[config.mk]
export PLATFORM = sky130hd
export DESIGN_NAME = lin_trig_decoder
export DESIGN_NICKNAME = d
export VERILOG_FILES = /design/src/logic/lin_trig_pkg.sv /design/src/logic/lin_byte_rx.sv /design/src/logic/lin_trig_decoder.sv
export VERILOG_INCLUDE_DIRS = /design/src /design/src/logic
export SDC_FILE = /design/constraint.sdc
export NUM_CORES = 1
export LEC_CHECK = 0
export ABC_AREA = 1
export BUFFER_PORTS_ARGS = -buffer_cell sky130_fd_sc_hd__buf_2
export CORE_MARGIN = 4
export CORE_UTILIZATION = 57
export DETAILED_ROUTE_END_ITERATION = 8
export PLACE_DENSITY_LB_ADDON = 0.05
export SETUP_SLACK_MARGIN = 0.1
export SLEW_MARGIN = 20
export SYNTH_ARGS = -nofsm -noshare
export SYNTH_HDL_FRONTEND = slang
export SYNTH_HIERARCHICAL = 1
export SYNTH_SLANG_ARGS = --single-unit
[constraint.sdc]
create_clock -name clock -period 9.3 [get_ports clock]
set_clock_uncertainty 0.05 [all_clocks]
set_input_delay 0.93 -clock clock [delete_from_list [all_inputs] [get_ports clock]]
set_output_delay 0.93 -clock clock [all_outputs]
set_load 0.05 [all_outputs]
[src/logic/lin_trig_defs.svh]
// Constants of the LIN trigger decoder: register offsets, fields, reset values, timing.
// Definitions only; included by the design modules and the testbench.
`ifndef LIN_TRIG_DEFS_SVH
`define LIN_TRIG_DEFS_SVH

`define CLOCK_HZ 10000000
`define CLOCK_PERIOD_NS 100
`define WAKE_MIN_NS 250000
`define WAKE_MIN_CYC ((`WAKE_MIN_NS + `CLOCK_PERIOD_NS - 1) / `CLOCK_PERIOD_NS)
`define BREAK_MIN_BITS 11
`define BITRATE_MIN 1000
`define BITRATE_MAX 20000000
`define BITRATE_RST 9600
`define PERIOD_RST (`CLOCK_HZ / `BITRATE_RST)
`define PERIOD_MIN 4
`define DIV_STEPS 24
`define SYNC_BYTE 8'h55
`define SKIP_MAX 4096

`define ADDR_CTRL 8'h00
`define ADDR_BITRATE 8'h04
`define ADDR_IDENT 8'h08
`define ADDR_DATA 8'h0C
`define ADDR_IRQ_STATUS 8'h10
`define ADDR_IRQ_MASK 8'h14
`define ADDR_STATE 8'h18

`define CTRL_TYPE 2:0
`define CTRL_IDLE_HIGH 3
`define CTRL_VERSION 5:4
`define CTRL_CHKS_EN 6
`define CTRL_PAR_EN 7
`define CTRL_SYNC_EN 8
`define CTRL_ID_OP 11:9
`define CTRL_DATA_OP 14:12
`define CTRL_MASK 32'h00007FFF
`define CTRL_RST 32'h000001F8
`define IDENT_LOW 5:0
`define IDENT_HIGH 13:8
`define IDENT_MASK 32'h00003F3F
`define IDENT_RST 32'h00003F00
`define DATA_PATTERN 7:0
`define DATA_SKIP 28:16
`define DATA_RST 32'h00010000

`define IRQ_TRIG 0
`define IRQ_SYNC 1
`define IRQ_PAR 2
`define IRQ_CHKS 3
`define IRQ_WAKE 4
`define IRQ_WIDTH 5

`endif

[src/logic/lin_trig_pkg.sv]
// Types of the LIN trigger decoder.
// Offsets and counts live in lin_trig_defs.svh.
package lin_trig_pkg;

	typedef enum logic [2:0] {
		sync_field_trigger = 3'h0,
		ident_trigger = 3'h1,
		ident_and_data_trigger = 3'h2,
		wakeup_frame_trigger = 3'h3,
		error_condition_trigger = 3'h4
	} trig_kind_type;

	typedef enum logic [2:0] {
		equal_compare = 3'h0,
		not_equal_compare = 3'h1,
		less_compare = 3'h2,
		less_or_equal_compare = 3'h3,
		greater_compare = 3'h4,
		greater_or_equal_compare = 3'h5,
		inside_bounds = 3'h6,
		outside_bounds = 3'h7
	} compare_op_type;

	typedef enum logic [1:0] {
		protocol_version_one = 2'h0,
		protocol_version_two = 2'h1,
		truck_protocol_variant = 2'h2,
		auto_detect_version = 2'h3
	} version_type;

	typedef enum logic [2:0] {
		frame_idle = 3'h0,
		frame_sync = 3'h1,
		frame_ident = 3'h2,
		frame_data = 3'h3,
		frame_checksum = 3'h4
	} frame_state_type;

	typedef enum logic [2:0] {
		rx_idle = 3'h0,
		rx_start = 3'h1,
		rx_bits = 3'h2,
		rx_stop = 3'h3,
		rx_wait_high = 3'h4
	} rx_state_type;

endpackage : lin_trig_pkg

[src/logic/lin_byte_rx.sv]
// Character receiver: start bit, eight data bits LSB first, one stop bit.
// Assumes a synchronised line where 1 is recessive, and a bit period in clocks.
`timescale 1ns/1ns
`include "lin_trig_defs.svh"

module lin_byte_rx (
	// Clock, reset, enable
	input wire logic clock,
	input wire logic rst_n,
	input wire logic clk_en,
	// Line and timing
	input wire logic line,
	input wire logic [15:0] bit_period,
	// Received character
	output logic byte_valid,
	output logic [7:0] byte_data,
	output logic stop_ok
);

	lin_trig_pkg::rx_state_type state_reg, state_next;
	logic [15:0] tick_reg, tick_next;
	logic [3:0] bit_reg, bit_next;
	logic [7:0] shift_reg, shift_next;
	logic valid_reg, valid_next;
	logic stop_reg, stop_next;
	logic expired;

	assign expired = tick_reg <= 16'h0001;

	always_comb begin
		state_next = state_reg;
		tick_next = tick_reg;
		bit_next = bit_reg;
		shift_next = shift_reg;
		valid_next = 1'b0;
		stop_next = stop_reg;
		case (state_reg)
			lin_trig_pkg::rx_idle: begin
				if (!line) begin
					state_next = lin_trig_pkg::rx_start;
					tick_next = {1'b0, bit_period[15:1]};
				end
			end
			lin_trig_pkg::rx_start: begin
				// Glitch shorter than half a bit returns to idle
				if (!expired) begin
					tick_next = tick_reg - 16'h0001;
				end else if (line) begin
					state_next = lin_trig_pkg::rx_idle;
				end else begin
					state_next = lin_trig_pkg::rx_bits;
					tick_next = bit_period;
					bit_next = 4'h0;
				end
			end
			lin_trig_pkg::rx_bits: begin
				if (!expired) begin
					tick_next = tick_reg - 16'h0001;
				end else begin
					shift_next = {line, shift_reg[7:1]};
					bit_next = bit_reg + 4'h1;
					tick_next = bit_period;
					if (bit_reg == 4'h7) begin
						state_next = lin_trig_pkg::rx_stop;
					end
				end
			end
			lin_trig_pkg::rx_stop: begin
				if (!expired) begin
					tick_next = tick_reg - 16'h0001;
				end else begin
					valid_next = 1'b1;
					stop_next = line;
					state_next = line ? lin_trig_pkg::rx_idle : lin_trig_pkg::rx_wait_high;
				end
			end
			lin_trig_pkg::rx_wait_high: begin
				// A dominant stop bit must end before a new start is seen
				if (line) begin
					state_next = lin_trig_pkg::rx_idle;
				end
			end
			default: begin
				state_next = lin_trig_pkg::rx_idle;
			end
		endcase
	end

	always_ff @(posedge clock) begin
		if (!rst_n) begin
			state_reg <= lin_trig_pkg::rx_idle;
			tick_reg <= 16'h0000;
			bit_reg <= 4'h0;
			shift_reg <= 8'h00;
			valid_reg <= 1'b0;
			stop_reg <= 1'b1;
		end else if (clk_en) begin
			state_reg <= state_next;
			tick_reg <= tick_next;
			bit_reg <= bit_next;
			shift_reg <= shift_next;
			valid_reg <= valid_next;
			stop_reg <= stop_next;
		end
	end

	assign byte_valid = valid_reg;
	assign byte_data = shift_reg;
	assign stop_ok = stop_reg;
endmodule : lin_byte_rx

[src/logic/lin_trig_decoder.sv]
// LIN trigger decoder: watches one LIN line, decodes frames, fires a trigger pulse.
// Assumes an APB master on the same 10 MHz clock and an asynchronous line pin.
//
// How it works
// - Bit rate 1000 to 20000000 bps, step one, reset value 9600.
// - Idle is recessive, read as 1; polarity picks idle-low or idle-high.
// - Version one, version two, truck variant or automatic; automatic after reset.
// - Five trigger types: sync, ident, ident plus data, wakeup, error; sync default.
// - Sync type fires on the stop bit of the sync field.
// - Ident type fires when the identifier meets its single or range condition.
// - Ident plus data fires only when both conditions hold in one frame.
// - Error type fires on checksum error if enabled; enable defaults on.
// - Error type fires on wrong parity bits 6 or 7 if enabled, default on.
// - Data compared with one pattern by six operators, equal by default.
// - Data check starts at data event number 1 to 4096, default 1.
// - Ident uses six comparisons plus inside and outside range; equal default.
// - Ident upper bound used only for inside and outside range.
// - Error type fires on a sync error if enabled, default on.
//
// The placing of the registers and the APB slave port were decided locally.
`timescale 1ns/1ns
`include "lin_trig_defs.svh"

module lin_trig_decoder (
	// Clock, reset, enable
	input wire logic clock,
	input wire logic rst_n,
	input wire logic clk_en,
	// APB slave
	input wire logic psel,
	input wire logic penable,
	input wire logic pwrite,
	input wire logic [7:0] paddr,
	input wire logic [31:0] pwdata,
	output logic [31:0] prdata,
	output logic pready,
	output logic pslverr,
	// Observed LIN line
	input wire logic lin_pin,
	// Results
	output logic trig_out,
	output logic irq_out
);

	////////////////////////////////////////////////////////////////////////////////
	// Comparison shared by identifier and data conditions
	function automatic logic compare(input logic [2:0] op, input logic [7:0] a,
		input logic [7:0] lo, input logic [7:0] hi);
		case (lin_trig_pkg::compare_op_type'(op))
			lin_trig_pkg::equal_compare: compare = a == lo;
			lin_trig_pkg::not_equal_compare: compare = a != lo;
			lin_trig_pkg::less_compare: compare = a < lo;
			lin_trig_pkg::less_or_equal_compare: compare = a <= lo;
			lin_trig_pkg::greater_compare: compare = a > lo;
			lin_trig_pkg::greater_or_equal_compare: compare = a >= lo;
			lin_trig_pkg::inside_bounds: compare = a >= lo && a <= hi;
			lin_trig_pkg::outside_bounds: compare = a < lo || a > hi;
			default: compare = 1'b0;
		endcase
	endfunction : compare

	function automatic logic [7:0] add_carry(input logic [7:0] a, input logic [7:0] b);
		logic [8:0] s;
		s = {1'b0, a} + {1'b0, b};
		add_carry = s[7:0] + {7'h00, s[8]};
	endfunction : add_carry

	function automatic logic [1:0] parity_of(input logic [5:0] id);
		parity_of = {~(id[1] ^ id[3] ^ id[4] ^ id[5]), id[0] ^ id[1] ^ id[2] ^ id[4]};
	endfunction : parity_of

	////////////////////////////////////////////////////////////////////////////////
	// Declarations
	logic [31:0] ctrl_reg, ctrl_next, ident_reg, ident_next, data_reg, data_next;
	logic [31:0] prdata_reg, prdata_next;
	logic [24:0] bitrate_reg, bitrate_next;
	logic [4:0] status_reg, status_next, mask_reg, mask_next;
	logic [4:0] events;
	logic pready_reg, pready_next, pslverr_reg, pslverr_next, irq_reg, irq_next;
	logic access, wr_en, bitrate_wr;
	logic [12:0] skip_wr;
	logic pin_s1_reg, pin_s2_reg, pin_s3_reg, line_reg, line_next, line_log;
	logic [19:0] low_run_reg, low_run_next, break_cyc;
	logic break_hit, wake_hit;
	logic [15:0] period_reg, period_next;
	logic [23:0] num_reg, num_next, quo_reg, quo_next;
	logic [24:0] rem_reg, rem_next;
	logic [4:0] div_cnt_reg, div_cnt_next;
	logic div_busy;
	lin_trig_pkg::frame_state_type frame_reg, frame_next;
	lin_trig_pkg::trig_kind_type kind;
	lin_trig_pkg::version_type version;
	logic [5:0] fid_reg, fid_next;
	logic [3:0] left_reg, left_next;
	logic [12:0] pos_reg, pos_next;
	logic [7:0] sum_cl_reg, sum_cl_next, sum_en_reg, sum_en_next;
	logic id_hit_reg, id_hit_next, trig_reg, trig_next;
	logic rx_valid, rx_stop;
	logic [7:0] rx_byte;
	logic id_match, data_match, data_check, cl_ok, en_ok, chks_ok;
	logic sync_err, par_err, chk_err, fire;

	assign kind = lin_trig_pkg::trig_kind_type'(ctrl_reg[`CTRL_TYPE]);
	assign version = lin_trig_pkg::version_type'(ctrl_reg[`CTRL_VERSION]);

	////////////////////////////////////////////////////////////////////////////////
	// APB registers and interrupt; one wait state so prdata comes from a flop
	assign access = psel && penable && !pready_reg;
	assign wr_en = psel && penable && pready_reg && pwrite;
	assign events = {wake_hit, chk_err, par_err, sync_err, trig_next};
	assign skip_wr = pwdata[`DATA_SKIP];

	always_comb begin
		ctrl_next = ctrl_reg;
		ident_next = ident_reg;
		data_next = data_reg;
		bitrate_next = bitrate_reg;
		mask_next = mask_reg;
		status_next = status_reg;
		bitrate_wr = 1'b0;
		prdata_next = prdata_reg;
		pslverr_next = pslverr_reg;
		pready_next = access;
		if (access) begin
			pslverr_next = 1'b0;
			case (paddr)
				`ADDR_CTRL: prdata_next = ctrl_reg;
				`ADDR_BITRATE: prdata_next = {7'h00, bitrate_reg};
				`ADDR_IDENT: prdata_next = ident_reg;
				`ADDR_DATA: prdata_next = data_reg;
				`ADDR_IRQ_STATUS: prdata_next = {27'h0000000, status_reg};
				`ADDR_IRQ_MASK: prdata_next = {27'h0000000, mask_reg};
				`ADDR_STATE: prdata_next = {div_busy, 7'h00, rx_byte, 2'h0, fid_reg,
					5'h00, frame_reg};
				default: begin
					prdata_next = 32'h00000000;
					pslverr_next = 1'b1;
				end
			endcase
		end
		if (wr_en) begin
			case (paddr)
				`ADDR_CTRL: ctrl_next = pwdata & `CTRL_MASK;
				`ADDR_BITRATE: begin
					bitrate_wr = 1'b1;
					if (pwdata < `BITRATE_MIN) begin
						bitrate_next = 25'(`BITRATE_MIN);
					end else if (pwdata > `BITRATE_MAX) begin
						bitrate_next = 25'(`BITRATE_MAX);
					end else begin
						bitrate_next = pwdata[24:0];
					end
				end
				`ADDR_IDENT: ident_next = pwdata & `IDENT_MASK;
				`ADDR_DATA: begin
					data_next = {19'h00000, 5'h00, pwdata[`DATA_PATTERN]};
					if (skip_wr == 13'h0000) begin
						data_next[`DATA_SKIP] = 13'h0001;
					end else if (skip_wr > 13'(`SKIP_MAX)) begin
						data_next[`DATA_SKIP] = 13'(`SKIP_MAX);
					end else begin
						data_next[`DATA_SKIP] = skip_wr;
					end
				end
				`ADDR_IRQ_STATUS: status_next = status_reg & ~pwdata[4:0];
				`ADDR_IRQ_MASK: mask_next = pwdata[4:0];
				default: ctrl_next = ctrl_reg;
			endcase
		end
		// A new event wins over a clear in the same cycle
		status_next = status_next | events;
		irq_next = |(status_next & mask_next);
	end

	always_ff @(posedge clock) begin
		if (!rst_n) begin
			ctrl_reg <= `CTRL_RST;
			ident_reg <= `IDENT_RST;
			data_reg <= `DATA_RST;
			bitrate_reg <= 25'(`BITRATE_RST);
			mask_reg <= 5'h00;
			status_reg <= 5'h00;
			prdata_reg <= 32'h00000000;
			pslverr_reg <= 1'b0;
			pready_reg <= 1'b0;
			irq_reg <= 1'b0;
		end else if (clk_en) begin
			ctrl_reg <= ctrl_next;
			ident_reg <= ident_next;
			data_reg <= data_next;
			bitrate_reg <= bitrate_next;
			mask_reg <= mask_next;
			status_reg <= status_next;
			prdata_reg <= prdata_next;
			pslverr_reg <= pslverr_next;
			pready_reg <= pready_next;
			irq_reg <= irq_next;
		end
	end

	////////////////////////////////////////////////////////////////////////////////
	// Bit period = clock rate / bit rate, serial division to avoid a wide divider
	assign div_busy = div_cnt_reg != 5'h00;

	always_comb begin
		logic [24:0] rem_sh;
		logic [23:0] q_new;
		rem_sh = {rem_reg[23:0], num_reg[23]};
		q_new = {quo_reg[22:0], 1'b0};
		num_next = num_reg;
		rem_next = rem_reg;
		quo_next = quo_reg;
		div_cnt_next = div_cnt_reg;
		period_next = period_reg;
		if (bitrate_wr) begin
			num_next = 24'(`CLOCK_HZ);
			rem_next = 25'h0000000;
			quo_next = 24'h000000;
			div_cnt_next = 5'(`DIV_STEPS);
		end else if (div_busy) begin
			num_next = {num_reg[22:0], 1'b0};
			rem_next = rem_sh;
			if (rem_sh >= bitrate_reg) begin
				rem_next = rem_sh - bitrate_reg;
				q_new[0] = 1'b1;
			end
			quo_next = q_new;
			div_cnt_next = div_cnt_reg - 5'h01;
			// Fast rates would leave too few clocks per bit; floor the period
			if (div_cnt_reg == 5'h01) begin
				period_next = (q_new < 24'(`PERIOD_MIN)) ? 16'(`PERIOD_MIN) : q_new[15:0];
			end
		end
	end

	always_ff @(posedge clock) begin
		if (!rst_n) begin
			num_reg <= 24'h000000;
			rem_reg <= 25'h0000000;
			quo_reg <= 24'h000000;
			div_cnt_reg <= 5'h00;
			period_reg <= 16'(`PERIOD_RST);
		end else if (clk_en) begin
			num_reg <= num_next;
			rem_reg <= rem_next;
			quo_reg <= quo_next;
			div_cnt_reg <= div_cnt_next;
			period_reg <= period_next;
		end
	end

	////////////////////////////////////////////////////////////////////////////////
	// Pin synchroniser, polarity, break and wakeup detection by dominant length
	assign line_log = ctrl_reg[`CTRL_IDLE_HIGH] ? line_reg : ~line_reg;
	assign break_cyc = 20'(`BREAK_MIN_BITS) * {4'h0, period_reg};
	assign break_hit = line_log && low_run_reg >= break_cyc;
	assign wake_hit = line_log && frame_reg == lin_trig_pkg::frame_idle &&
		low_run_reg >= 20'(`WAKE_MIN_CYC) && low_run_reg < break_cyc;

	always_comb begin
		line_next = (pin_s2_reg == pin_s3_reg) ? pin_s3_reg : line_reg;
		low_run_next = 20'h00000;
		if (!line_log) begin
			low_run_next = (low_run_reg == 20'hFFFFF) ? low_run_reg : low_run_reg + 20'h00001;
		end
	end

	always_ff @(posedge clock) begin
		if (!rst_n) begin
			pin_s1_reg <= 1'b1;
			pin_s2_reg <= 1'b1;
			pin_s3_reg <= 1'b1;
			line_reg <= 1'b1;
			low_run_reg <= 20'h00000;
		end else if (clk_en) begin
			pin_s1_reg <= lin_pin;
			pin_s2_reg <= pin_s1_reg;
			pin_s3_reg <= pin_s2_reg;
			line_reg <= line_next;
			low_run_reg <= low_run_next;
		end
	end

	lin_byte_rx i_lin_byte_rx (
		.clock(clock),
		.rst_n(rst_n),
		.clk_en(clk_en),
		.line(line_log),
		.bit_period(period_reg),
		.byte_valid(rx_valid),
		.byte_data(rx_byte),
		.stop_ok(rx_stop)
	);

	////////////////////////////////////////////////////////////////////////////////
	// Frame decoder and trigger
	assign id_match = compare(ctrl_reg[`CTRL_ID_OP], {2'h0, rx_byte[5:0]},
		{2'h0, ident_reg[`IDENT_LOW]}, {2'h0, ident_reg[`IDENT_HIGH]});
	assign data_check = pos_reg >= data_reg[`DATA_SKIP];
	assign data_match = compare(ctrl_reg[`CTRL_DATA_OP], rx_byte,
		data_reg[`DATA_PATTERN], data_reg[`DATA_PATTERN]);
	assign cl_ok = rx_byte == ~sum_cl_reg;
	assign en_ok = rx_byte == ~sum_en_reg;

	always_comb begin
		case (version)
			lin_trig_pkg::protocol_version_one: chks_ok = cl_ok;
			lin_trig_pkg::protocol_version_two,
			lin_trig_pkg::truck_protocol_variant: chks_ok = (fid_reg >= 6'h3C) ? cl_ok : en_ok;
			default: chks_ok = cl_ok || en_ok;
		endcase
	end

	always_comb begin
		frame_next = frame_reg;
		fid_next = fid_reg;
		left_next = left_reg;
		pos_next = pos_reg;
		sum_cl_next = sum_cl_reg;
		sum_en_next = sum_en_reg;
		id_hit_next = id_hit_reg;
		sync_err = 1'b0;
		par_err = 1'b0;
		chk_err = 1'b0;
		fire = 1'b0;
		if (break_hit) begin
			frame_next = lin_trig_pkg::frame_sync;
		end else if (rx_valid) begin
			case (frame_reg)
				lin_trig_pkg::frame_sync: begin
					if (rx_byte == `SYNC_BYTE && rx_stop) begin
						frame_next = lin_trig_pkg::frame_ident;
						fire = kind == lin_trig_pkg::sync_field_trigger;
					end else begin
						sync_err = 1'b1;
					end
				end
				lin_trig_pkg::frame_ident: begin
					fid_next = rx_byte[5:0];
					par_err = rx_byte[7:6] != parity_of(rx_byte[5:0]);
					id_hit_next = id_match;
					fire = kind == lin_trig_pkg::ident_trigger && id_match;
					sum_cl_next = 8'h00;
					sum_en_next = rx_byte;
					pos_next = 13'h0001;
					left_next = rx_byte[5] ? (rx_byte[4] ? 4'h8 : 4'h4) : 4'h2;
					frame_next = lin_trig_pkg::frame_data;
				end
				lin_trig_pkg::frame_data: begin
					sum_cl_next = add_carry(sum_cl_reg, rx_byte);
					sum_en_next = add_carry(sum_en_reg, rx_byte);
					fire = kind == lin_trig_pkg::ident_and_data_trigger &&
						id_hit_reg && data_check && data_match;
					pos_next = pos_reg + 13'h0001;
					left_next = left_reg - 4'h1;
					if (left_reg == 4'h1) begin
						frame_next = lin_trig_pkg::frame_checksum;
					end
				end
				lin_trig_pkg::frame_checksum: begin
					chk_err = !chks_ok;
					frame_next = lin_trig_pkg::frame_idle;
				end
				default: frame_next = lin_trig_pkg::frame_idle;
			endcase
			if (!rx_stop || sync_err) begin
				frame_next = lin_trig_pkg::frame_idle;
			end
		end
		if (kind == lin_trig_pkg::error_condition_trigger) begin
			fire = (chk_err && ctrl_reg[`CTRL_CHKS_EN]) ||
				(par_err && ctrl_reg[`CTRL_PAR_EN]) ||
				(sync_err && ctrl_reg[`CTRL_SYNC_EN]);
		end
		if (kind == lin_trig_pkg::wakeup_frame_trigger) begin
			fire = wake_hit;
		end
		trig_next = fire;
	end

	always_ff @(posedge clock) begin
		if (!rst_n) begin
			frame_reg <= lin_trig_pkg::frame_idle;
			fid_reg <= 6'h00;
			left_reg <= 4'h0;
			pos_reg <= 13'h0000;
			sum_cl_reg <= 8'h00;
			sum_en_reg <= 8'h00;
			id_hit_reg <= 1'b0;
			trig_reg <= 1'b0;
		end else if (clk_en) begin
			frame_reg <= frame_next;
			fid_reg <= fid_next;
			left_reg <= left_next;
			pos_reg <= pos_next;
			sum_cl_reg <= sum_cl_next;
			sum_en_reg <= sum_en_next;
			id_hit_reg <= id_hit_next;
			trig_reg <= trig_next;
		end
	end

	assign prdata = prdata_reg;
	assign pready = pready_reg;
	assign pslverr = pslverr_reg;
	assign trig_out = trig_reg;
	assign irq_out = irq_reg;
endmodule : lin_trig_decoder

# Yosys cells after proc, flatten, opt, wreduce, memory -nomap -nowiden
# Cells that the tools add are included.
[word_totals]
reg_bits = 311
latchBits = 0
mem_bits_rw = 0
rom_bits = 0
inputBits = 47
output_inout_bits = 36
word_cells = 286
n_memories = 0
[classes]
add_sub_neg = 11
mul = 1
div_mod_pow = 0
order_cmp = 21
n_eq_ne = 59
n_shift = 0
muxes = 83
bitwise_logic = 16
n_reduce_logical = 61
[op_table]
columns = ["op", "n"]
rows = [
  ["$pmux 32 s7", 1],
  ["$mux 24", 5],
  ["$mux 16", 6],
  ["$pmux 16 s4", 1],
  ["$mux 25", 2],
  ["$mux 23", 2],
  ["$mux 20", 2],
  ["$mux 3", 12],
  ["$eq 3x3->1 const B", 11],
  ["$gt 32x25->1 const B", 1],
  ["$lt 32x10->1 const B", 1],
  ["$pmux 8 s2", 2],
  ["$eq 3x2->1 const B", 10],
  ["$mux 5", 6],
  ["$mux 1", 27],
  ["$mux 13", 2],
  ["$pmux 13 s2", 1],
  ["$ge 25x25->1", 1],
  ["$eq 8x5->1 const B", 3],
  ["$eq 8x8->1", 3],
  ["$lt 24x3->1 const B", 1],
  ["$sub 24x24->24", 1],
  ["$add 20x1->20 const B", 1],
  ["$eq 20x20->1 const B", 1],
  ["other kinds (73)", 149],
]

# Logic depth before layout (Yosys ltp)
# Gate-level depths: netlist (run 1).
[logic_depth]
word_depth = 16
mapped_depth = 33

# Hierarchy
# The synthesis (run 1) kept the hierarchy.
[by_module_without_submodules]
columns = ["module", "n_inst", "cells_per_inst", "area_each_um2"]
rows = [
  ["lin_trig_decoder", 1, 2437, 16930.0],
  ["lin_byte_rx", 1, 340, 2163.3],
]

# Least setup slack after synthesis (run 1)
# OpenSTA, ideal clock, no wires.
[synth_timing]
path_type = "flip-flop to flip-flop"
from = "register period_reg[4]"
to = "register frame_reg[0]"
setup_ns = 0.132
arrival_ns = 4.260
required_time_ns = 9.118
path_slack_ns = 4.858
stages_incl_launch_ff = 30
period_less_slack_ns = 4.442
path_cell_list = "dfxtp_1 ha_1 inv_1 fa_1 inv_1 ha_1 a21o_1 a31oi_1 o21ai_0 a21oi_1 o21ai_0 nand3_1 nand2_1 nand3_1 nand2_1 nand2_1 nand2_1 ha_1 nand2_1 nor2_1 nand2_1 nor2_1 nand2_1 nand4_1 nand2_1 buf_2 a21oi_1 o21ai_0 o21ai_0 a21oi_1"
[synth_via]
elab_chain_len = 5
elab_cells_between_ends = 8
[synth_rtl]
columns = ["element", "line_no", "source"]
rows = [
  ["from (decl)", "lin_trig_decoder.sv:85", "logic [15:0] period_reg, period_next;"],
  ["from (signal assigned)", "lin_trig_decoder.sv:242", "period_reg <= 16'(`PERIOD_RST);"],
  ["from (signal assigned)", "lin_trig_decoder.sv:248", "period_reg <= period_next;"],
  ["$mul 4x16->20 (*)", "lin_trig_decoder.sv:255", "assign break_cyc = 20'(`BREAK_MIN_BITS) * {4'h0, period_reg};"],
  ["$ge 20x20->1 (*)", "lin_trig_decoder.sv:256", "assign break_hit = line_log && low_run_reg >= break_cyc;"],
  ["$logic_and 1x1->1 (*)", "lin_trig_decoder.sv:256", ""],
  ["$ne 4x4->1 (no line) or $reduce_bool 2->1 (tied branches)", "--", ""],
  ["$reduce_and 4->1 (no line)", "--", ""],
  ["to (signal assigned)", "lin_trig_decoder.sv:383", "frame_reg <= lin_trig_pkg::frame_idle;"],
  ["to (signal assigned)", "lin_trig_decoder.sv:392", "frame_reg <= frame_next;"],
  ["to (decl)", "lin_trig_decoder.sv:90", "lin_trig_pkg::frame_state_type frame_reg, frame_next;"],
]
# Every way passes the cells marked *; elsewhere a longest branch is shown, timed or not.
# A chain may end at the register's enable or synchronous reset.

# Final worst setup path (run 1)
[layout_timing]
from = "register period_reg[4]"
to = "register pos_reg[11]"
[layout_via]
elab_chain_len = 5
[layout_rtl]
columns = ["element", "line_no", "source"]
rows = [
  ["$mul 4x16->20", "lin_trig_decoder.sv:255", ""],
  ["$ge 20x20->1", "lin_trig_decoder.sv:256", ""],
  ["$logic_and 1x1->1", "lin_trig_decoder.sv:256", ""],
  ["$not 1->1 (no line)", "--", ""],
  ["$reduce_and 4->1 (no line)", "--", ""],
  ["to (signal assigned)", "lin_trig_decoder.sv:395", "pos_reg <= pos_next;"],
  ["to (decl)", "lin_trig_decoder.sv:95", "logic [12:0] pos_reg, pos_next;"],
]
# No other way between the ends.

==> reports/qor.json, run 1 <==
{
  "run_status": {"value": "finished clean"},
  "synthesis.area": {"value": 19090, "unit": "um2"},
  "clock_insertion_delay_worst_skew": {"value": 530, "unit": "ps"},
  "setup_repair_after_global_routing_missed_its_margin": {"value": "no"},
  "ir_drop": {"value": 0.1269, "unit": "mV"},
  "total_leakage_power": {"value": 0.009330, "unit": "uW"},
  "timing.critical_path.slowest_stage_cell": {"value": "sky130_fd_sc_hd__fa_1"},
  "final_max_slew_viol_count": {"value": 0},
  "grt_pass1_vias": {"value": 17760},
  "powerDensity": {"value": 172.9, "unit": "nW/um2"},
  "rows": {"value": 66},
  "netlist-cell-type-count": {"value": 61},
  "gp_congestion": {"value": 0.9860},
  "setup.worst_path.class": {"value": "flop to flop"},
  "avgRoutedWirePerCell": {"value": 17.22, "unit": "um"},
  "tightest_slew": {"value": 1013, "unit": "ps"},
  "cts_tree": {"value": "done"},
  "postSynth.asyncResetShare": {"value": 0},
  "num_io_pins": {"value": 83},
  "gates_resized_cts_repair": {"value": 0},
  "synth_seq_area_share": {"value": 0.3166},
  "remaining_drc_errors": {"value": 0},
  "place_ws": {"value": 3563, "unit": "ps"},
  "netlist.area_leader.share": {"value": 0.3166},
  "clock-sinks": {"value": 302},
  "post-route-min-period": {"value": 5833, "unit": "ps"},
  "synthToLayoutAreaGrowth": {"value": 9.915, "unit": "%"},
  "post-dp-hpwl": {"value": 42230, "unit": "um"},
  "timing.critical_path.arrival": {"value": 6240, "unit": "ps"},
  "post_synth_main_area_contributors": {"value": "sky130_fd_sc_hd__dfxtp_1, sky130_fd_sc_hd__nand2_1, sky130_fd_sc_hd__ha_1"},
  "highest_achievable_clock_rate": {"value": 171.4, "unit": "MHz"},
  "cts_buffer_depth": {"value": 3},
  "grt_overflow": {"value": 0},
  "setup.worst_path.end_class": {"value": "flop"},
  "finalNetCount": {"value": 3033},
  "antenna-diode-count": {"value": 0},
  "crit_family": {"value": "simple AND/OR/NAND/NOR gates"},
  "max_cap_violations": {"value": 0},
  "numCtsBuffers": {"value": 36},
  "synth_edf_count": {"value": 0},
  "critical_path.most_common_cell": {"value": "sky130_fd_sc_hd__nand2_1"},
  "htree_levels": {"value": 2},
  "drtAntennaViolNets": {"value": 0},
  "synthDominantAreaCellType": {"value": "sky130_fd_sc_hd__dfxtp_1"},
  "totalNegativeSetupSlack": {"value": 0, "unit": "ps"},
  "routed_via_density": {"value": 5.704},
  "groute.usage.overall": {"value": 0.3067},
  "start_kind": {"value": "flop"},
  "slowest_delay": {"value": 490, "unit": "ps"},
  "syn_area_per_cell": {"value": 6.876, "unit": "um2"},
  "syn_inst": {"value": 2777},
  "final_hold_viol_count": {"value": 0},
  "cp.required": {"value": 9710, "unit": "ps"},
  "die_height": {"value": 191.0, "unit": "um"},
  "pin_count_of_the_biggest_net_entering_global_routing": {"value": 74},
  "cts_root_buffer": {"value": "sky130_fd_sc_hd__clkbuf_16"},
  "final-setup-viol-count": {"value": 0},
  "slew-limit-headroom": {"value": 0.3239},
  "wire_length_of_the_first_global_routing_pass": {"value": 91580, "unit": "um"},
  "drive_gt1_frac": {"value": 0.07088},
  "post_cts_hold_buffer_count": {"value": 0},
  "cts.reportedPaths.clkPinSlew": {"value": 60, "unit": "ps"},
  "finalCritPeriodShare": {"value": 0.6272},
  "post_cts.repair.setup_buffers": {"value": 0},
  "initial_standard_cell_utilization_of_the_core": {"value": 0.5824},
  "first_iter_violations": {"value": 1471},
  "cp_max_fo": {"value": 25},
  "fin_ws": {"value": 3467, "unit": "ps"},
  "dr.pass1.iters": {"value": 6},
  "die_area": {"value": 36490, "unit": "um2"},
  "synth-seq-cells": {"value": 302},
  "postSynth.topFlopCell": {"value": "sky130_fd_sc_hd__dfxtp_1"},
  "hold_path_class": {"value": "flop to flop"},
  "ys_warn_count": {"value": 6},
  "drt_wl_total": {"value": 56700, "unit": "um"},
  "placement.io_buffers": {"value": 80},
  "floorplan.core_area": {"value": 32780, "unit": "um2"},
  "report.power.total": {"value": 3629, "unit": "uW"},
  "dieWidth": {"value": 191.0, "unit": "um"},
  "grt_antenna_before_repair": {"value": 2},
  "critPathBufInv": {"value": 3},
  "largest_reg_flops": {"value": 30},
  "vias": {"value": 18780},
  "layout.filler_cells": {"value": 3077}
}
## path summary, 6_finish.rpt
| path | startpoint | to | slack [ps] | cells past startpoint |
|---|---|---|---|---|
| setup / recovery | period_reg[4] | pos_reg[11] | 3470 | 28 |
| hold / removal | num_reg[11] | num_reg[11] | 410 | 2 |
| setup reg to reg | period_reg[4] | pos_reg[11] | 3470 | 28 |
| hold reg to reg | num_reg[11] | num_reg[11] | 410 | 2 |
## routing by layer
metal  track usage  vias to the layer above  wire length, um
li1              -                     9315                -
met1        0.4011                     8699            24700
met2        0.5166                      622            26080
met3       0.04401                      138             3647
met4        0.1138                        4             2246
met5             0                        -               25
## logic make-up after synthesis
| family | Yosys count | synth area share |
|---|---|---|
| XOR/XNOR | 71 | 0.03257 |
| buffers and inverters | 467 | 0.09581 |
| other | 1 | 0.0001964 |
| AO/OA/AOI/OAI | 666 | 0.1920 |
| AND/OR/NAND/NOR | 1107 | 0.2497 |
| flip-flops | 302 | 0.3166 |
| adder cells (fa/ha/maj) | 163 | 0.1131 |
## through the flow
stage | std cells | hold slack, ps | cell area, um2 | util
6_report | 3292 | 412.2 | 20990 | 0.6401
5_1_grt | 3292 | 428.5 | 20990 | 0.6401
4_1_cts | 3292 | 413.1 | 20990 | 0.6401
3_5_place_dp | 3227 | 398.9 | 19780 | 0.6032
3_3_place_gp | 3227 | 396.4 | 19780 | 0.6032
2_1_floorplan | 2778 | 379.2 | 19100 | -
## cell usage after synthesis, types with 6 or more instances
cell type,instances
sky130_fd_sc_hd__o22ai_1,25
sky130_fd_sc_hd__buf_2,18
sky130_fd_sc_hd__nand2_2,6
sky130_fd_sc_hd__o221ai_1,8
sky130_fd_sc_hd__nand2_1,630
sky130_fd_sc_hd__clkbuf_1,55
sky130_fd_sc_hd__buf_4,7
sky130_fd_sc_hd__nor2_1,203
sky130_fd_sc_hd__nor4_1,17
sky130_fd_sc_hd__a21o_1,7
sky130_fd_sc_hd__a21oi_1,327
sky130_fd_sc_hd__a31oi_1,8
sky130_fd_sc_hd__o21ai_0,190
sky130_fd_sc_hd__inv_2,7
sky130_fd_sc_hd__nor3_1,40
sky130_fd_sc_hd__xnor2_1,24
sky130_fd_sc_hd__xor2_1,47
sky130_fd_sc_hd__o21ai_1,21
sky130_fd_sc_hd__a22oi_1,6
sky130_fd_sc_hd__nor2_4,6
sky130_fd_sc_hd__nand4_1,33
sky130_fd_sc_hd__a221oi_1,7
sky130_fd_sc_hd__a211oi_1,6
sky130_fd_sc_hd__ha_1,147
sky130_fd_sc_hd__inv_1,370
sky130_fd_sc_hd__nand3_1,131
sky130_fd_sc_hd__o21bai_1,8
sky130_fd_sc_hd__fa_1,16
sky130_fd_sc_hd__nand3b_1,7
sky130_fd_sc_hd__dfxtp_1,302
sky130_fd_sc_hd__nor2_2,11
sky130_fd_sc_hd__o211ai_1,32
## cell usage in the layout (no fill, tap or decap), drive strengths merged, types with 47 or more instances in the layout
cell type / n
nand2: 638
inv: 380
a21oi: 329
dfxtp: 302
nor2: 222
o21ai: 211
ha: 147
nand3: 137
buf: 91
clkbuf: 53
xor2: 47
## where the power goes
| part | switching (uW) | total [uW] | internal, uW | leakage, uW |
|---|---|---|---|---|
| Clock | 567 | 1440 | 875 | 0.000593 |
| Sequential | 58.7 | 1400 | 1340 | 0.00244 |
| Combinational | 538 | 786 | 248 | 0.00630 |
| Total | 1160 | 3630 | 2460 | 0.00933 |
## worst register-to-register path, delay by kind of cell (launching register included)
family / cells / cell delay, ps
buffers and inverters: 3 / 370
adder cells (fa/ha/maj): 4 / 1380
flip-flops: 1 / 370
AND/OR/NAND/NOR: 13 / 2150
AO/OA/AOI/OAI: 8 / 1460
## layout make-up
cell class,count,area [um2],share of cell area
clock buffers,53,1057,0.05038
clock inverters,12,152.6,0.007274
inverters,383,1445,0.06886
multi-input cells,2009,11250,0.5359
flip-flops and latches,302,6046,0.2881
well taps,442,553.0,0.02635
repair buffers,91,485.5,0.02313
Power figures use the tool's default switching activity.
==> run 2, diff against run 1 <==
clock period = 5.7 ns   (was 9.3 ns; I/O delays follow)
==> reports/qor.json, run 2 (synthesized netlist as in run 1, its figures left out) <==
{
  "post-route-min-period": {"value": 5133, "unit": "ps", "change": "was 5833 ps"},
  "timing.critical_path.slowest_stage_cell": {"value": "sky130_fd_sc_hd__fa_1", "change": "unchanged"},
  "cts_buffer_depth": {"value": 3, "change": "unchanged"},
  "grt_overflow": {"value": 0, "change": "unchanged"},
  "regToRegSetupSlack": {"value": 570, "unit": "ps", "change": "was 3470 ps"},
  "cp_max_fo": {"value": 22, "change": "was 25"},
  "timing.critical_path.arrival": {"value": 5500, "unit": "ps", "change": "was 6240 ps"},
  "largest_reg_flops": {"value": 30, "change": "unchanged"},
  "finalNetCount": {"value": 3036, "change": "was 3,033"},
  "grt_pass1_vias": {"value": 17850, "change": "was 17,760"},
  "drive_gt1_frac": {"value": 0.07228, "change": "was 0.07088"},
  "holdPathStages": {"value": 3, "change": "was 2"},
  "num_io_pins": {"value": 83, "change": "unchanged"},
  "clock_insertion_delay_worst_skew": {"value": 530, "unit": "ps", "change": "about the same"},
  "vias": {"value": 18760, "change": "was 18,780"},
  "max_cap_violations": {"value": 0, "change": "unchanged"},
  "setup_repair_after_global_routing_missed_its_margin": {"value": "no", "change": "unchanged"},
  "dpl_cell_area": {"value": 19800, "unit": "um2", "change": "was 19,780 um2"},
  "dieWidth": {"value": 191.0, "unit": "um", "change": "unchanged"},
  "die_height": {"value": 191.0, "unit": "um", "change": "unchanged"},
  "grt_antenna_before_repair": {"value": 1, "change": "was 2"},
  "mostFrequentLayoutCells": {"value": "sky130_fd_sc_hd__nand2_1, sky130_fd_sc_hd__inv_1, sky130_fd_sc_hd__a21oi_1, sky130_fd_sc_hd__dfxtp_1, sky130_fd_sc_hd__nor2_1", "change": "unchanged"},
  "pin_count_of_the_biggest_net_entering_global_routing": {"value": 59, "change": "was 74"},
  "floorplan.core_area": {"value": 32780, "unit": "um2", "change": "unchanged"},
  "cts_root_buffer": {"value": "sky130_fd_sc_hd__clkbuf_16", "change": "unchanged"},
  "run_status": {"value": "finished clean", "change": "unchanged"},
  "first_iter_violations": {"value": 1551, "change": "was 1,471"},
  "routed_via_density": {"value": 5.700, "change": "was 5.704"},
  "slowest_delay": {"value": 500, "unit": "ps", "change": "was 490 ps"},
  "rows": {"value": 66, "change": "unchanged"},
  "total_leakage_power": {"value": 0.009339, "unit": "uW", "change": "was 0.009330 uW"},
  "final_hold_viol_count": {"value": 0, "change": "unchanged"},
  "clock-sinks": {"value": 302, "change": "unchanged"},
  "hold_path_class": {"value": "input pin to flop", "change": "was flop to flop"},
  "cts.reportedPaths.clkPinSlew": {"value": 60, "unit": "ps", "change": "about the same"},
  "groute.usage.overall": {"value": 0.3084, "change": "was 0.3067"},
  "cts_tree": {"value": "done", "change": "unchanged"},
  "post-dp-hpwl": {"value": 42990, "unit": "um", "change": "was 42,230 um"},
  "r2r.worst_path.cells": {"value": 30, "change": "was 28"},
  "initial_standard_cell_utilization_of_the_core": {"value": 0.5824, "change": "unchanged"},
  "tightest_slew": {"value": 1068, "unit": "ps", "change": "was 1013 ps"},
  "remaining_drc_errors": {"value": 0, "change": "unchanged"},
  "finalCritPeriodShare": {"value": 0.9006, "change": "was 0.6272"},
  "final-setup-viol-count": {"value": 0, "change": "unchanged"},
  "cp.required": {"value": 6060, "unit": "ps", "change": "was 9710 ps"},
  "htree_levels": {"value": 2, "change": "unchanged"},
  "totalNegativeSetupSlack": {"value": 0, "unit": "ps", "change": "unchanged"},
  "ir_drop": {"value": 0.2691, "unit": "mV", "change": "was 0.1269 mV"},
  "highest_achievable_clock_rate": {"value": 194.8, "unit": "MHz", "change": "was 171.4 MHz"},
  "layout_commonest_cell": {"value": "sky130_fd_sc_hd__nand2_1", "change": "unchanged"},
  "placement.io_buffers": {"value": 80, "change": "unchanged"},
  "start_kind": {"value": "flop", "change": "unchanged"},
  "critical_path.most_common_cell": {"value": "sky130_fd_sc_hd__nand2_1", "change": "unchanged"},
  "gp_congestion": {"value": 0.9543, "change": "was 0.9860"},
  "antenna-diode-count": {"value": 0, "change": "unchanged"},
  "drt_wl_total": {"value": 57300, "unit": "um", "change": "was 56,700 um"},
  "drtAntennaViolNets": {"value": 0, "change": "unchanged"},
  "avgRoutedWirePerCell": {"value": 17.41, "unit": "um", "change": "was 17.22 um"},
  "synthToLayoutAreaGrowth": {"value": 10.03, "unit": "%", "change": "was 9.915%"},
  "wire_length_of_the_first_global_routing_pass": {"value": 91580, "unit": "um", "change": "unchanged"},
  "dr.pass1.iters": {"value": 6, "change": "unchanged"},
  "setup.worst_path.end_class": {"value": "flop", "change": "unchanged"},
  "setup.worst_path.class": {"value": "flop to flop", "change": "unchanged"},
  "powerDensity": {"value": 283.5, "unit": "nW/um2", "change": "was 172.9 nW/um2"},
  "holdWs": {"value": 254.8, "unit": "ps", "change": "was 412.2 ps"},
  "slew-limit-headroom": {"value": 0.2869, "change": "was 0.3239"},
  "numCtsBuffers": {"value": 36, "change": "unchanged"},
  "stdcell_area": {"value": 21010, "unit": "um2", "change": "was 20,990 um2"},
  "final_max_slew_viol_count": {"value": 0, "change": "unchanged"},
  "die_area": {"value": 36490, "unit": "um2", "change": "unchanged"}
}
## run 2: changes by cell type in the layout (fill, tap and decap cells not counted), sizes merged
| cell | change |
|---|---|
| clkbuf | -8 |
| buf | +3 |
| clkinvlp | +3 |
| bufinv | +2 |
| clkinv | +1 |
| inv | -1 |
## run 2: per-layer routing
layer / track usage / share of wire / wire length [um]
met1: 0.3911 / 0.42 / 24330
met2: 0.5272 / 0.47 / 26760
met3: 0.04657 / 0.066 / 3775
met4: 0.1254 / 0.043 / 2438
met5: 0 / 0 / 0
## run 2: area by class of cell
class	instances	area, um2
clock inverter	17	224.0
timing repair buffer	94	508.0
tap	442	553.0
sequential	302	6046
clock buffer	45	985.9
multi-input combinational	2009	11240
fill	3027	11780
inverter	383	1448
## run 2: path summary, 6_finish.rpt
kind                                     from              end
worst max-delay path            period_reg[4]      pos_reg[11]
worst min-delay path               pwdata[15]  bitrate_reg[15]
worst max register to register  period_reg[4]      pos_reg[11]
worst min register to register    num_reg[18]      num_reg[18]
## run 2: report_power, final
part | leakage (uW) | internal (uW) | switching, uW | total [uW]
Combinational | 0.00631 | 404 | 877 | 1280
Sequential | 0.00244 | 2190 | 96.1 | 2280
Clock | 0.000586 | 1450 | 937 | 2390
## run 2: what timing repair did
item / 4_1_cts / 5_1_grt
hold buffers: 0 / 0
resized for setup: 0 / 3
endpoints found under the setup margin: 0 / 30
buffers inserted: 0 / 0
## run 2: critical path, delay by kind of cell, from the launching register on
kind,cells,cell delay (ps)
compound gates,7,1210
fa+ha+maj,4,1390
buf+inv,3,310
flops,1,370
simple gates,16,1690
## run 2: per-stage QoR
stage / std cells / util / setup WS [ps] / power (uW)
after floorplan: 2778 / - / 1258 / 3273
after global placement: 3230 / 0.6038 / 627.6 / 3563
after detailed placement: 3230 / 0.6038 / 459.7 / 3594
after CTS: 3292 / 0.6408 / 460.6 / 5977
after global routing: 3292 / 0.6408 / 100.8 / 6248
final: 3292 / 0.6408 / 566.6 / 5956
